<file path="src/logic/txd_map.svh">
`ifndef TXD_MAP_SVH
`define TXD_MAP_SVH

// Register offsets
`define TXD_ADDR_TIMER_HI 5'h04
`define TXD_ADDR_TIMER_LO 5'h05
`define TXD_ADDR_PULSE 5'h06

// Reset values
`define TXD_TIMER_HI_RST 8'hC2
`define TXD_TIMER_LO_RST 8'h00
`define TXD_PULSE_RST 8'h00

// Field positions in the timer high byte
`define TXD_START_SEL_MSB 7
`define TXD_START_SEL_LSB 6
`define TXD_LEN_HI_MSB 5

// Clock and carrier rates
`define TXD_CLK_KHZ 16'h4E20
`define TXD_CARRIER_KHZ 16'h34F8
`define TXD_TIMER_DIV 4'h8

// Pulse step and preset times
`define TXD_PULSE_STEP_PS 73746
`define TXD_PRE_VIC_NS 9440
`define TXD_PRE_A106_NS 2360
`define TXD_PRE_A212_NS 1400
`define TXD_PRE_A424_NS 737
`define TXD_PRE_CODE(ns) (8'(((ns) * 1000 + `TXD_PULSE_STEP_PS / 2) / `TXD_PULSE_STEP_PS))

`endif

</file>
<file path="src/logic/txd_pkg.sv">
package txd_pkg;

    typedef enum logic [2:0] {
        TXD_PROTO_VICINITY = 3'h0,
        TXD_PROTO_A106 = 3'h1,
        TXD_PROTO_A212 = 3'h2,
        TXD_PROTO_A424 = 3'h3,
        TXD_PROTO_A848 = 3'h4,
        TXD_PROTO_OTHER = 3'h5
    } txd_proto_type;

    typedef enum logic [1:0] {
        TXD_START_TX_SOF_BEGIN = 2'h0,
        TXD_START_TX_SOF_END = 2'h1,
        TXD_START_RX_SOF_BEGIN = 2'h2,
        TXD_START_RX_SOF_END = 2'h3
    } txd_start_type;

    typedef enum logic [1:0] {
        TXD_IDLE = 2'b01,
        TXD_COUNT = 2'b10
    } txd_state_type;

    typedef struct packed {
        logic [15:0] acc;
        logic [3:0] div;
        logic carrier_tick;
        logic timer_tick;
    } txd_tick_reg_type;

    typedef struct packed {
        logic en_meta;
        logic en_sync;
        logic [7:0] timer_hi;
        logic [7:0] timer_lo;
        logic [7:0] pulse_len;
        txd_state_type tstate;
        logic [13:0] count;
        logic [7:0] pulse_cnt;
        logic tx_start;
        logic delay_busy;
        logic mod_pulse;
        logic [7:0] rdata;
    } txd_reg_type;

endpackage : txd_pkg

</file>
<file path="src/logic/txd_tick_gen.sv">
`include "txd_map.svh"

module txd_tick_gen
    import txd_pkg::*;
(
    input wire logic clk_i,
    input wire logic rst_n_i,
    output logic carrier_tick_o,
    output logic timer_tick_o
);

    txd_tick_reg_type q;
    txd_tick_reg_type next_q;
    logic [15:0] sum;

    // Phase accumulator: carrier periods in the 20 MHz domain
    always_comb begin
        next_q = q;
        next_q.carrier_tick = 1'b0;
        next_q.timer_tick = 1'b0;
        sum = q.acc + `TXD_CARRIER_KHZ;
        if (sum >= `TXD_CLK_KHZ) begin
            next_q.acc = sum - `TXD_CLK_KHZ;
            next_q.carrier_tick = 1'b1;
            if (q.div == `TXD_TIMER_DIV - 4'h1) begin
                next_q.div = 4'h0;
                next_q.timer_tick = 1'b1;
            end else begin
                next_q.div = q.div + 4'h1;
            end
        end else begin
            next_q.acc = sum;
        end
    end

    always_ff @(posedge clk_i or negedge rst_n_i) begin
        if (!rst_n_i) begin
            q <= '0;
        end else begin
            q <= next_q;
        end
    end

    assign carrier_tick_o = q.carrier_tick;
    assign timer_tick_o = q.timer_tick;
endmodule : txd_tick_gen

</file>
<file path="src/logic/txd_core.sv">
// Summary of operation
// - Start event chosen by timer-high bits 7:6
// - Fourteen-bit length, 590 ns per count
// - Transmit starts when length elapses after event
// - Zero length: timer off, no delay
// - Timer high defaults to 0xC2
// - Timer low defaults to zero
// - Zero pulse length keeps protocol pulse
// - Nonzero pulse length sets pulse in 73.7 ns
// - Pulse length clears on reset, disable, A848 or other protocol write
// - Protocol write presets pulse length per protocol
`include "txd_map.svh"

module txd_core
    import txd_pkg::*;
(
    input wire logic clk_i,
    input wire logic rst_n_i,
    input wire logic enable_i,
    input wire logic wr_en_i,
    input wire logic rd_en_i,
    input wire logic [4:0] addr_i,
    input wire logic [7:0] wdata_i,
    input wire logic proto_wr_i,
    input wire logic [2:0] proto_i,
    input wire logic tx_sof_begin_i,
    input wire logic tx_sof_end_i,
    input wire logic rx_sof_begin_i,
    input wire logic rx_sof_end_i,
    input wire logic mod_req_i,
    input wire logic proto_mod_i,
    output logic [7:0] rdata_o,
    output logic tx_start_o,
    output logic delay_busy_o,
    output logic mod_pulse_o
);

    txd_reg_type q;
    txd_reg_type next_q;
    logic carrier_tick;
    logic timer_tick;
    logic start_evt;
    logic [13:0] length;
    logic [7:0] preset;

    txd_tick_gen u_tick (
        .clk_i(clk_i),
        .rst_n_i(rst_n_i),
        .carrier_tick_o(carrier_tick),
        .timer_tick_o(timer_tick)
    );

    assign length = {q.timer_hi[`TXD_LEN_HI_MSB:0], q.timer_lo};

    always_comb begin
        unique case (txd_start_type'(q.timer_hi[`TXD_START_SEL_MSB:`TXD_START_SEL_LSB]))
            TXD_START_TX_SOF_BEGIN: start_evt = tx_sof_begin_i;
            TXD_START_TX_SOF_END: start_evt = tx_sof_end_i;
            TXD_START_RX_SOF_BEGIN: start_evt = rx_sof_begin_i;
            TXD_START_RX_SOF_END: start_evt = rx_sof_end_i;
        endcase
    end

    always_comb begin
        case (txd_proto_type'(proto_i))
            TXD_PROTO_VICINITY: preset = `TXD_PRE_CODE(`TXD_PRE_VIC_NS);
            TXD_PROTO_A106: preset = `TXD_PRE_CODE(`TXD_PRE_A106_NS);
            TXD_PROTO_A212: preset = `TXD_PRE_CODE(`TXD_PRE_A212_NS);
            TXD_PROTO_A424: preset = `TXD_PRE_CODE(`TXD_PRE_A424_NS);
            default: preset = `TXD_PULSE_RST;
        endcase
    end

    always_comb begin
        next_q = q;
        next_q.en_meta = enable_i;
        next_q.en_sync = q.en_meta;
        next_q.tx_start = 1'b0;

        // Register file: defaults while disabled; timer defaults and pulse preset on protocol write
        if (!q.en_sync) begin
            next_q.timer_hi = `TXD_TIMER_HI_RST;
            next_q.timer_lo = `TXD_TIMER_LO_RST;
            next_q.pulse_len = `TXD_PULSE_RST;
        end else if (proto_wr_i) begin
            next_q.timer_hi = `TXD_TIMER_HI_RST;
            next_q.timer_lo = `TXD_TIMER_LO_RST;
            next_q.pulse_len = preset;
        end else if (wr_en_i) begin
            if (addr_i == `TXD_ADDR_TIMER_HI) begin
                next_q.timer_hi = wdata_i;
            end
            if (addr_i == `TXD_ADDR_TIMER_LO) begin
                next_q.timer_lo = wdata_i;
            end
            if (addr_i == `TXD_ADDR_PULSE) begin
                next_q.pulse_len = wdata_i;
            end
        end

        if (rd_en_i) begin
            if (addr_i == `TXD_ADDR_TIMER_HI) begin
                next_q.rdata = q.timer_hi;
            end else if (addr_i == `TXD_ADDR_TIMER_LO) begin
                next_q.rdata = q.timer_lo;
            end else if (addr_i == `TXD_ADDR_PULSE) begin
                next_q.rdata = q.pulse_len;
            end else begin
                next_q.rdata = 8'h00;
            end
        end

        // Delayed transmission timer
        if (!q.en_sync) begin
            next_q.tstate = TXD_IDLE;
            next_q.count = 14'h0000;
        end else begin
            unique case (q.tstate)
                TXD_IDLE: begin
                    if (start_evt) begin
                        if (length == 14'h0000) begin
                            next_q.tx_start = 1'b1;
                        end else begin
                            next_q.count = length;
                            next_q.tstate = TXD_COUNT;
                        end
                    end
                end
                TXD_COUNT: begin
                    if (timer_tick) begin
                        if (q.count == 14'h0001) begin
                            next_q.tx_start = 1'b1;
                            next_q.count = 14'h0000;
                            next_q.tstate = TXD_IDLE;
                        end else begin
                            next_q.count = q.count - 14'h0001;
                        end
                    end
                end
            endcase
        end
        next_q.delay_busy = (next_q.tstate == TXD_COUNT);

        // Modulation pulse length
        if (q.pulse_len == 8'h00) begin
            next_q.pulse_cnt = 8'h00;
            next_q.mod_pulse = proto_mod_i;
        end else begin
            if (mod_req_i && q.pulse_cnt == 8'h00) begin
                next_q.pulse_cnt = q.pulse_len;
            end else if (carrier_tick && q.pulse_cnt != 8'h00) begin
                next_q.pulse_cnt = q.pulse_cnt - 8'h01;
            end
            next_q.mod_pulse = (next_q.pulse_cnt != 8'h00);
        end
    end

    always_ff @(posedge clk_i or negedge rst_n_i) begin
        if (!rst_n_i) begin
            q <= '{en_meta: 1'b0, en_sync: 1'b0, timer_hi: `TXD_TIMER_HI_RST,
                   timer_lo: `TXD_TIMER_LO_RST, pulse_len: `TXD_PULSE_RST,
                   tstate: TXD_IDLE, count: 14'h0000, pulse_cnt: 8'h00,
                   tx_start: 1'b0, delay_busy: 1'b0, mod_pulse: 1'b0, rdata: 8'h00};
        end else begin
            q <= next_q;
        end
    end

    assign rdata_o = q.rdata;
    assign tx_start_o = q.tx_start;
    assign delay_busy_o = q.delay_busy;
    assign mod_pulse_o = q.mod_pulse;
endmodule : txd_core

</file>
<file path="config.mk">
export PLATFORM = sky130hd
export DESIGN_NAME = txd_core
export DESIGN_NICKNAME = d
export VERILOG_FILES = /design/src/logic/txd_pkg.sv /design/src/logic/txd_tick_gen.sv /design/src/logic/txd_core.sv
export VERILOG_INCLUDE_DIRS = /design/src /design/src/logic
export SDC_FILE = /design/constraint.sdc
export NUM_CORES = 1
export LEC_CHECK = 0
export BUFFER_PORTS_ARGS = -buffer_cell sky130_fd_sc_hd__buf_2
export CORE_ASPECT_RATIO = 2
export CORE_UTILIZATION = 35
export CTS_CLUSTER_SIZE = 30
export DETAILED_ROUTE_END_ITERATION = 8
export GPL_ROUTABILITY_DRIVEN = 0
export GPL_TIMING_DRIVEN = 0
export PLACE_DENSITY_LB_ADDON = 0.2
export SETUP_SLACK_MARGIN = 0.5
export SLEW_MARGIN = 20
export SYNTH_ARGS = -nofsm -noshare
export SYNTH_HDL_FRONTEND = slang
export SYNTH_SLANG_ARGS = --single-unit
</file>
<file path="constraint.sdc">
create_clock -name clk_i -period 4.1 [get_ports clk_i]
set_input_delay 0.41 -clock clk_i [delete_from_list [all_inputs] [get_ports clk_i]]
set_output_delay 0.41 -clock clk_i [all_outputs]
set_load 0.1 [all_outputs]
</file>
==> qor.yml, run 1 <==
status: "complete, no violations"
period_needed_ns: 2.94
worstSetupPathType: "reg -> reg"
dp_hpwl_um: 10900
root_buffer: "clkbuf_16"
dr.first_iter.drc_count: 262
required_ns: 4.32
max_slew_margin_pct: 50.1
cts_resized: 0
syn2layout_area_growth_pct: 15.9
portBuffers: 37
rsz0062_at_grt: "no"
maxSlewViolCount: 0
path_clk_slew_ns: 0.06
hp-class: "in -> async"
post_cts_buffers: 0
synth_ff_type: "dfrtp_1"
antenna_cells: 0
grt_usage_pct: 20.1
fmax_mhz: 340
finalHoldViolCount: 0
path_max_fanout: 10
cap_violations: 0
wire_per_inst_um: 18.9
n_fill_cell: 1355
cts_tree: "built"
synth_seq_cells: 80
whs_ns: 0.00656
finalWirelength_um: 14000
avgSynthCellArea_um2: 9.24
grt-ovfl-total: 0
placed_cells: 723
clk_latency_ns: 0.34
layout.nets: 616
rows: 60
finalCritPeriodShare_pct: 71.8
synthArstFlopShare_pct: 100
vdd_ir_drop_max_mv: 0.236
vias: 4264
power_uw: 2420
setup-tns-final_ns: 0
clock_path_buffers: 2
grt_antenna_before_repair: 0
core_area_um2: 13500
die_y_um: 169
layout-drive-gt1-share_pct: 16.3
setup_viol: 0
r2r_cells: 10
tightest_slew_ns: 0.748
grt_pass1_vias: 4354
instances_no_fill: 739
ant_nets: 0
worst_setup_path_end_kind: "flip-flop"
via_per_inst: 5.77
synth_nets: 567
yosysUniqueCellTypes: 77
cts_made_buffers: 9
cts.sinks: 80
ctsHoldBuffers: 0
ys.warnings.count: 0
ys_seq_area_share_pct: 41.0
grt_pass1_wl_um: 22100
dieArea_um2: 14500
grt_max_degree: 52
synth-edff-count: 0
die_width_um: 85.6
leakagePower_uw: 0.00248
worstPathArrival_ns: 3.17
synthCells: 530
finClkSkew_ns: 0.00727
first_pass_iters: 7
synth_area_um2: 4900
cellPowerDensity_nw_per_um2: 427
cp-start-kind: "flip-flop"
htreeDepth: 3
drc_errors: 0
io_pins: 39
initial_utilization_pct: 36.2
-- metal layers --
layer  routed length, µm  global-route usage, %
met3                 464                   2.97
met1                4740                   19.2
met2                7950                   38.3
met4                 816                   13.8
met5                   0                      0
-- metrics by stage --
| stage | worst slack (ns) | util (%) | cell area, µm² |
|---|---|---|---|
| after floorplan | 1.39 | - | 4900 |
| after global placement | 1.20 | 39.0 | 5280 |
| after detailed placement | 1.17 | 39.3 | 5310 |
| after CTS | 1.15 | 42.0 | 5670 |
| after global routing | 0.959 | 42.0 | 5670 |
| final | 1.16 | 42.0 | 5670 |
-- cell families (layout without fill, tap and decap cells) --
kind of cell / Yosys count / in the layout / share of synthesized area, %
flops: 80 / 80 / 41.0
xor+xnor: 23 / 23 / 4.11
simple gates: 194 / 194 / 21.3
compound gates: 142 / 142 / 20.4
fa+ha+maj: 9 / 9 / 2.30
buf+inv: 63 / 117 / 6.49
mux: 19 / 19 / 4.40
-- cells in the mapped netlist, drive strengths merged, types with 5 or more instances --
cell type | count | share of area [%]
a21boi | 9 | 1.6
a21oi | 32 | 3.3
a222oi | 5 | 1.0
a22o | 7 | 1.3
and2 | 5 | 0.69
buf | 18 | 3.0
clkbuf | 20 | 1.5
dfrtp | 76 | 39
ha | 9 | 2.3
inv | 25 | 1.9
mux2i | 14 | 2.9
nand2 | 37 | 2.9
nand2b | 13 | 1.7
nand3 | 18 | 1.8
nor2 | 46 | 3.5
nor2b | 9 | 1.1
nor3 | 11 | 1.1
nor4 | 11 | 1.4
o211ai | 17 | 2.6
o21a | 6 | 0.92
o21ai | 26 | 2.7
or3 | 10 | 1.3
or4 | 6 | 0.95
xnor2 | 15 | 2.7
xor2 | 8 | 1.4
-- final cells by class --
type | count | area (µm²) | area share (%)
clock buffers | 9 | 225 | 3.97
well taps | 155 | 194 | 3.42
multi-input cells | 387 | 2570 | 45.3
flip-flops and latches | 80 | 2010 | 35.4
clock inverters | 7 | 144 | 2.54
repair buffers | 38 | 215 | 3.79
inverters | 25 | 93.8 | 1.65
plain buffers | 38 | 224 | 3.95
-- cells in the final DEF, fill, tap and decap left out, types with 4 or more instances in the layout --
cell and n:
dfrtp_1 76, nor2_1 46, buf_2 38, nand2_1 36
a21oi_1 32, inv_1 25, o21ai_0 25, clkbuf_1 20
nand3_1 18, o211ai_1 17, xnor2_1 15, mux2i_1 14
nand2b_1 13, nor4_1 11, nor3_1 11, buf_4 10
or3_1 9, nor2b_1 9, ha_1 9, clkbuf_16 9
xor2_1 8, a21boi_0 8, a22o_1 7, buf_6 6
o21a_1 6, or4_1 5, a222oi_1 5, nand4b_1 4
o211a_1 4, a31oi_1 4, o22ai_1 4, bufinv_16 4
dfstp_2 4
-- worst paths after layout --
| kind | startpoint | end | slack (ns) |
|---|---|---|---|
| setup / recovery | u_tick.q[9]$_DFF_PN0_ | u_tick.q[5]$_DFFE_PN0P_ | 1.16 |
| hold / removal | rst_n_i | rdata_o[4]$_DFFE_PN0P_ | 0.007 |
| setup reg to reg | u_tick.q[9]$_DFF_PN0_ | u_tick.q[5]$_DFFE_PN0P_ | 1.16 |
| hold reg to reg | next_q[59]$_DFF_PN0_ | q[59]$_DFF_PN0_ | 0.35 |
| max in group asynchronous | rst_n_i | length[9]$_DFFE_PN1P_ | 3.44 |
| min in group clk_i | enable_i | next_q[59]$_DFF_PN0_ | 0.18 |
-- flip-flops by register name, indices dropped and copies added (netlist names) --
name	count
u_tick.q	17
mod_pulse_o	1
delay_busy_o	1
u_tick.carrier_tick_o	1
tx_start_o	1
rdata_o	8
next_q	1
q	35
length	14
u_tick.timer_tick_o	1
-- power by group --
part / internal [µW] / switching [µW] / total [µW] / leakage (µW)
logic: 195 / 352 / 547 / 0.00127
registers: 840 / 38.2 / 878 / 0.00104
clock network: 658 / 338 / 996 / 0.000172
-- critical path, stage by stage, from the launching register on --
cell	delay (ns)
dfrtp_1	0.46
inv_1	0.11
ha_1	0.25
or4b_4	0.48
buf_6	0.15
and4b_1	0.17
a311o_2	0.38
a21boi_4	0.17
buf_6	0.14
o211ai_1	0.18
mux2_1	0.34
Power figures use the tool's default switching activity.
==> inputs of run 2 (changes only) <==
==> constraint.sdc (replaced) <==
create_clock -name clk_i -period 2.5 [get_ports clk_i]
set_input_delay 0.25 -clock clk_i [delete_from_list [all_inputs] [get_ports clk_i]]
set_output_delay 0.25 -clock clk_i [all_outputs]
set_load 0.1 [all_outputs]
==> run 2 against run 1 <==
The flow now finishes with violations (setup timing); wire length up 9.2%; register-to-register slack got worse by 1.3 ns; first-iteration DRC count down 17%; clock-buffer cell count stayed put; die area did not move; clock skew is 0.0021 ns higher; via count up 5.9%; critical path depth unchanged; non-clock buffer count increased by 53; final area rose by 15%; global-route usage is 1.6 points higher; sequential power rose by 65%; critical path type unchanged; largest cell class unchanged; highest routed layer unchanged.
==> qor.yml, run 2 (same netlist as run 1, synthesis figures left out) <==
layout.nets: 669  # +8.6%
clk_latency_ns: 0.35  # about the same
worstSetupPathType: "reg -> reg"
finalWirelength_um: 15300  # +9.2%
vdd_ir_drop_max_mv: 0.433  # +84%
fin_ws_ns: -0.160  # -1.31 ns
antenna_cells: 0  # unchanged
leakagePower_uw: 0.00282  # +14%
setup-tns-final_ns: -1.48  # -1.48 ns
root_buffer: "clkbuf_16"
vias: 4514  # +5.9%
max_slew_margin_pct: 56.3  # +6.2 points
grt-ovfl-total: 0  # unchanged
p_sw_share_pct: 33.5  # +3.4 points
seq_area_um2: 2010  # +0.19%
via_per_inst: 5.70  # -1.2%
core_area_um2: 13500  # unchanged
multi_input_area_um2: 2930  # +14%
violations: "setup timing"
drc_errors: 0  # unchanged
power_uw: 4180  # +73%
syn2layout_area_growth_pct: 32.8
path_max_fanout: 5  # -5
setup_viol: 14  # +14
largest_register_ff_count: 35  # unchanged
design_area_um2: 6500  # +15%
path_clk_slew_ns: 0.07  # about the same
die_width_um: 85.6  # unchanged
wire_per_inst_um: 19.3  # +1.9%
ant_nets: 0  # unchanged
worst_setup_path_end_kind: "flip-flop"
placed_area_um2: 5400  # +1.8%
top_register: "q"
final_util_pct: 48.1  # +6.1 points
clock_path_buffers: 2  # unchanged
grt_max_degree: 51  # -1.9%
grt_usage_pct: 21.7  # +1.6 points
status: "finished with violations"
period_needed_ns: 2.66  # -0.285 ns
cts.sinks: 80  # unchanged
finalHoldViolCount: 0  # unchanged
required_ns: 2.73  # -1.59 ns
rows: 60  # unchanged
intPower_uw: 2780  # +64%
finClkSkew_ns: 0.00938  # +0.00211 ns
dr.first_iter.drc_count: 217  # -17%
cap_violations: 0  # unchanged
tightest_slew_ns: 0.655  # -0.0927 ns
power_frac_comb_pct: 32.4  # +9.8 points
maxSlewViolCount: 0  # unchanged
layout_common_cells: "dfrtp_1, buf_4, nor2_1"
rsz0062_at_grt: "yes"
portBuffers: 37  # unchanged
hp-class: "in -> reg"
worstPathArrival_ns: 2.89  # -0.28 ns
dp_hpwl_um: 10700  # -1.0%
p_seq_share_pct: 34.7  # -1.6 points
grt_antenna_before_repair: 0  # unchanged
htreeDepth: 3  # unchanged
grt_pass1_wl_um: 24000  # +8.3%
cts_made_buffers: 9  # unchanged
cellPowerDensity_nw_per_um2: 643  # +51%
io_pins: 39  # unchanged
layout-drive-gt1-share_pct: 33.1  # +17 points
clock_power_share_pct: 32.8  # -8.3 points
fmax_mhz: 376  # +11%
finalCritPeriodShare_pct: 106  # +35 points
n_fill_cell: 1238  # -8.6%
initial_utilization_pct: 36.2  # unchanged
layout_commonest_cell: "dfrtp_1"
first_pass_iters: 5  # -2
cp-start-kind: "flip-flop"
whs_ns: 0.00972  # +0.00316 ns
cts_tree: "built"
dieArea_um2: 14500  # unchanged
p_switching_uw: 1400  # +92%
die_y_um: 169  # unchanged
grt_pass1_vias: 4680  # +7.5%
-- run 2: power groups by stage --
stage | clock (µW) | sequential [µW] | combinational (µW)
2_1_floorplan | 0 | 1490 | 677
6_report | 1370 | 1450 | 1360
3_5_place_dp | 0 | 1460 | 957
5_1_grt | 1460 | 1460 | 1450
3_3_place_gp | 0 | 1460 | 931
4_1_cts | 1390 | 1440 | 1210
-- run 2: path summary, 6_finish.rpt --
path	start	to	slack, ns	depth (start not counted)
setup / recovery	u_tick.q[9]$_DFF_PN0_	u_tick.q[5]$_DFFE_PN0P_	-0.16	10
hold / removal	enable_i	next_q[59]$_DFF_PN0_	0.01	1
setup reg to reg	u_tick.q[9]$_DFF_PN0_	u_tick.q[5]$_DFFE_PN0P_	-0.16	10
hold reg to reg	next_q[59]$_DFF_PN0_	q[59]$_DFF_PN0_	0.35	0
max in group asynchronous	rst_n_i	length[9]$_DFFE_PN1P_	1.43	3
min in group asynchronous	rst_n_i	u_tick.q[17]$_DFF_PN0_	0.40	2
-- run 2: critical path, cell delays in order, from the launching register on --
cell      delay [ns]
dfrtp_2         0.44
inv_2           0.08
ha_4            0.12
or4b_4          0.45
buf_6           0.14
and4b_1         0.16
a311o_2         0.34
a21boi_4        0.15
buf_6           0.12
o211ai_1        0.18
mux2_1          0.35
-- run 2: per-stage QoR --
step	setup WS [ns]	instances
floorplan	-0.138	530
global placement	-0.292	722
detailed placement	-0.367	723
CTS	-0.229	781
global route	-0.247	792
finish	-0.160	792
-- run 2: cell type report --
| class | instances | share of cell area [%] |
|---|---|---|
| clock inverter | 7 | 1.21 |
| inverter | 25 | 1.48 |
| sequential | 80 | 30.9 |
| buffer | 38 | 4.41 |
| multi-input combinational | 387 | 45.1 |
| timing repair buffer | 91 | 10.5 |
| clock buffer | 9 | 3.46 |
| tap | 155 | 2.98 |
-- run 2: repair_timing --
| item | CTS | global route |
|---|---|---|
| setup buffers | 39 | 10 |
| cloned | 2 | 1 |
| hold buffers | 1 | 0 |
| endpoints found under the hold margin | 30 | 0 |
| resized for setup | 58 | 38 |
| pin swaps | 29 | 27 |
| setup endpoints to repair | 38 | 38 |
-- run 2: routing by layer --
| layer | vias to the layer above | global-route usage (%) | routed length, µm |
|---|---|---|---|
| met2 | 115 | 41.8 | 8590 |
| met1 | 2216 | 21.5 | 5480 |
| li1 | 2133 | - | - |
| met5 | - | 0 | 0 |
| met4 | 0 | 12.3 | 778 |
| met3 | 50 | 2.97 | 418 |
==> inputs of run 3 (changes only) <==
--- a/config.mk
+++ b/config.mk
@@ -14,6 +14,7 @@
 export GPL_ROUTABILITY_DRIVEN = 0
 export GPL_TIMING_DRIVEN = 0
 export PLACE_DENSITY_LB_ADDON = 0.2
+export REMOVE_ABC_BUFFERS = 1
 export SETUP_SLACK_MARGIN = 0.5
 export SLEW_MARGIN = 20
 export SYNTH_ARGS = -nofsm -noshare
==> run 3 against run 2 <==
The flow still finishes with violations (setup timing); flip-flop and latch count stayed put; non-clock buffer count fell by 31; global-route usage is 1.2 points lower; die area stayed put; clock-buffer cell count did not move; critical path depth unchanged; sequential power up 3%; worst setup slack improved by 0.017 ns; clock skew increased by 0.0023 ns; via count decreased by 1.3%; sequential share of layout area increased by 0.61 points; critical path type unchanged; critical endpoint is now u_tick.q[18]$_DFF_PN0_; largest cell class unchanged; largest power group unchanged; highest routed layer unchanged.
==> qor.yml, run 3 (same netlist as run 1, synthesis figures left out) <==
status: "finished with violations"
violations: "setup timing"
path_clk_slew_ns: 0.07  # about the same
tightest_slew_ns: 0.628  # -0.0276 ns
root_buffer: "clkbuf_16"
initial_utilization_pct: 36.2  # unchanged
crit_top_cell: "buf_6"
grt-ovfl-total: 0  # unchanged
period_needed_ns: 2.64  # -0.0173 ns
final_util_pct: 47.3  # -0.84 points
hp-class: "in -> reg"
drc_errors: 0  # unchanged
cts_made_buffers: 9  # unchanged
maxSlewViolCount: 0  # unchanged
placed_cells: 687  # -5.0%
critPathMaxStageDelay_ns: 0.50  # +0.05 ns
slowest_stage: "or4b_4"
finClkSkew_ns: 0.0116  # +0.00226 ns
place_ws_ns: -0.738  # -0.372 ns
required_ns: 2.71  # -0.02 ns
layout_common_cells: "dfrtp_1, nor2_1, buf_2, buf_4, nand2_1"
largest_register_ff_count: 35  # unchanged
grt_antenna_before_repair: 0  # unchanged
first_pass_iters: 5  # unchanged
p_switching_uw: 1380  # -1.7%
rsz0062_at_grt: "yes"
rows: 60  # unchanged
via_per_inst: 5.85  # +2.6%
layout.nets: 639  # -4.5%
cp-start-kind: "flip-flop"
grt_pass1_wl_um: 23100  # -3.8%
vdd_ir_drop_max_mv: 0.303  # -30%
power_frac_comb_pct: 29.0  # -3.4 points
htreeDepth: 3  # unchanged
fmax_mhz: 378  # +0.65%
grt_max_degree: 51  # unchanged
cellPowerDensity_nw_per_um2: 661  # +2.7%
worst_setup_path_end_kind: "flip-flop"
p_seq_share_pct: 35.5  # +0.8 points
leakagePower_uw: 0.00275  # -2.2%
die_width_um: 85.6  # unchanged
antenna_cells: 0  # unchanged
intPower_uw: 2840  # +2.2%
clock_path_buffers: 2  # unchanged
cts_tree: "built"
worstPathArrival_ns: 2.85  # -0.04 ns
grt_usage_pct: 20.5  # -1.2 points
core_area_um2: 13500  # unchanged
io_pins: 39  # unchanged
layout-drive-gt1-share_pct: 34.4  # +1.3 points
grt_pass1_vias: 4614  # -1.4%
wire_per_inst_um: 19.0  # -1.3%
cp_cell_sequence: "inv_2 -> ha_4 -> or4b_4 -> and4b_1 -> a311o_2 -> a21boi_4 -> buf_6 -> buf_6 -> o211ai_1 -> xnor2_1"
p_sw_share_pct: 32.7  # -0.85 points
clock_power_share_pct: 35.5  # +2.7 points
max_slew_margin_pct: 58.1  # +1.8 points
vias: 4455  # -1.3%
finalCritPeriodShare_pct: 106  # -0.69 points
setup_viol: 13  # -1
portBuffers: 38  # +2.7%
finalHoldViolCount: 0  # unchanged
path_max_fanout: 4  # -1
clk_latency_ns: 0.34  # about the same
power_uw: 4220  # +0.90%
dr.first_iter.drc_count: 192  # -12%
worst-path-buf-inv: 3  # unchanged
layout_commonest_cell: "dfrtp_1"
instances_no_fill: 762  # -3.8%
syn2layout_area_growth_pct: 30.5
dieArea_um2: 14500  # unchanged
top_register: "q"
ant_nets: 0  # unchanged
die_y_um: 169  # unchanged
dp_hpwl_um: 9760  # -9.2%
cap_violations: 0  # unchanged
crit_family: "compound AO/OA/AOI/OAI gates"
finalWirelength_um: 14500  # -5.1%
cts.sinks: 80  # unchanged
fin_ws_ns: -0.142  # +0.0173 ns
worstSetupPathType: "reg -> reg"
==> run 3: cell types whose count changed in the layout (fill, tap and decap cells not counted), sizes merged <==
cell / change
clkinv: -1
clkbuf: -19
o21a: +1
buf: -12
bufinv: +1
inv: +2
clkinvlp: -2
==> run 3: worst register-to-register path, delay by kind of cell, from the launching register on <==
family	cells	cell delay (ns)
XOR/XNOR	1	0.13
AND/OR/NAND/NOR	2	0.71
flip-flops	1	0.43
AO/OA/AOI/OAI	3	0.78
buffers and inverters	3	0.33
adder cells (fa/ha/maj)	1	0.13
==> run 3: worst paths after layout <==
kind,start,end,slack (ns),cells after the start
max,u_tick.q[9]$_DFF_PN0_,u_tick.q[18]$_DFF_PN0_,-0.14,10
min,enable_i,next_q[59]$_DFF_PN0_,0.02,1
max reg2reg,u_tick.q[9]$_DFF_PN0_,u_tick.q[18]$_DFF_PN0_,-0.14,10
min reg2reg,next_q[59]$_DFF_PN0_,q[59]$_DFF_PN0_,0.35,0
max in group asynchronous,rst_n_i,q[33]$_DFF_PN1_,1.45,3
min in group asynchronous,rst_n_i,rdata_o[1]$_DFFE_PN0P_,0.39,2
==> run 3: final cells by class <==
cell class	instances	area, µm²
clock buffers	9	225
clock inverters	7	108
fillers	1261	7120
inverters	25	93.8
multi-input cells	388	2980
flip-flops and latches	80	2010
well taps	155	194
repair buffers	98	772
==> run 3: metal layers <==
layer  track usage, %  wire [µm]
met1             20.3       5300
met2             39.2       8190
met3             3.45        406
met4             11.3        584
met5                0          0
==> run 3: per-stage QoR <==
step	hold slack, ns	cell area [µm²]	setup TNS (ns)
2_1_floorplan	-0.0456	4670	-3.80
5_1_grt	0.00345	6390	-1.96
3_5_place_dp	0.222	5110	-7.13
4_1_cts	0.000968	6110	-1.01
6_report	0.0181	6390	-1.09
3_3_place_gp	0.336	5060	-26.18
==> run 3: power groups by stage <==
| stage | registers (µW) | logic [µW] | clock network [µW] |
|---|---|---|---|
| detailed placement | 1500 | 806 | 0 |
| floorplan | 1540 | 527 | 0 |
| finish | 1500 | 1220 | 1500 |
| CTS | 1480 | 1050 | 1540 |
| global route | 1510 | 1330 | 1590 |
| global placement | 1500 | 792 | 0 |
==> run 3: repair_timing <==
action                     in CTS  in global routing
gates cloned                    2                  0
hold endpoints to repair       27                  0
hold buffers                    1                  0
setup endpoints to repair      46                 42
setup buffers                  40                 16
pin swaps                      32                 34
resized for setup              83                 37
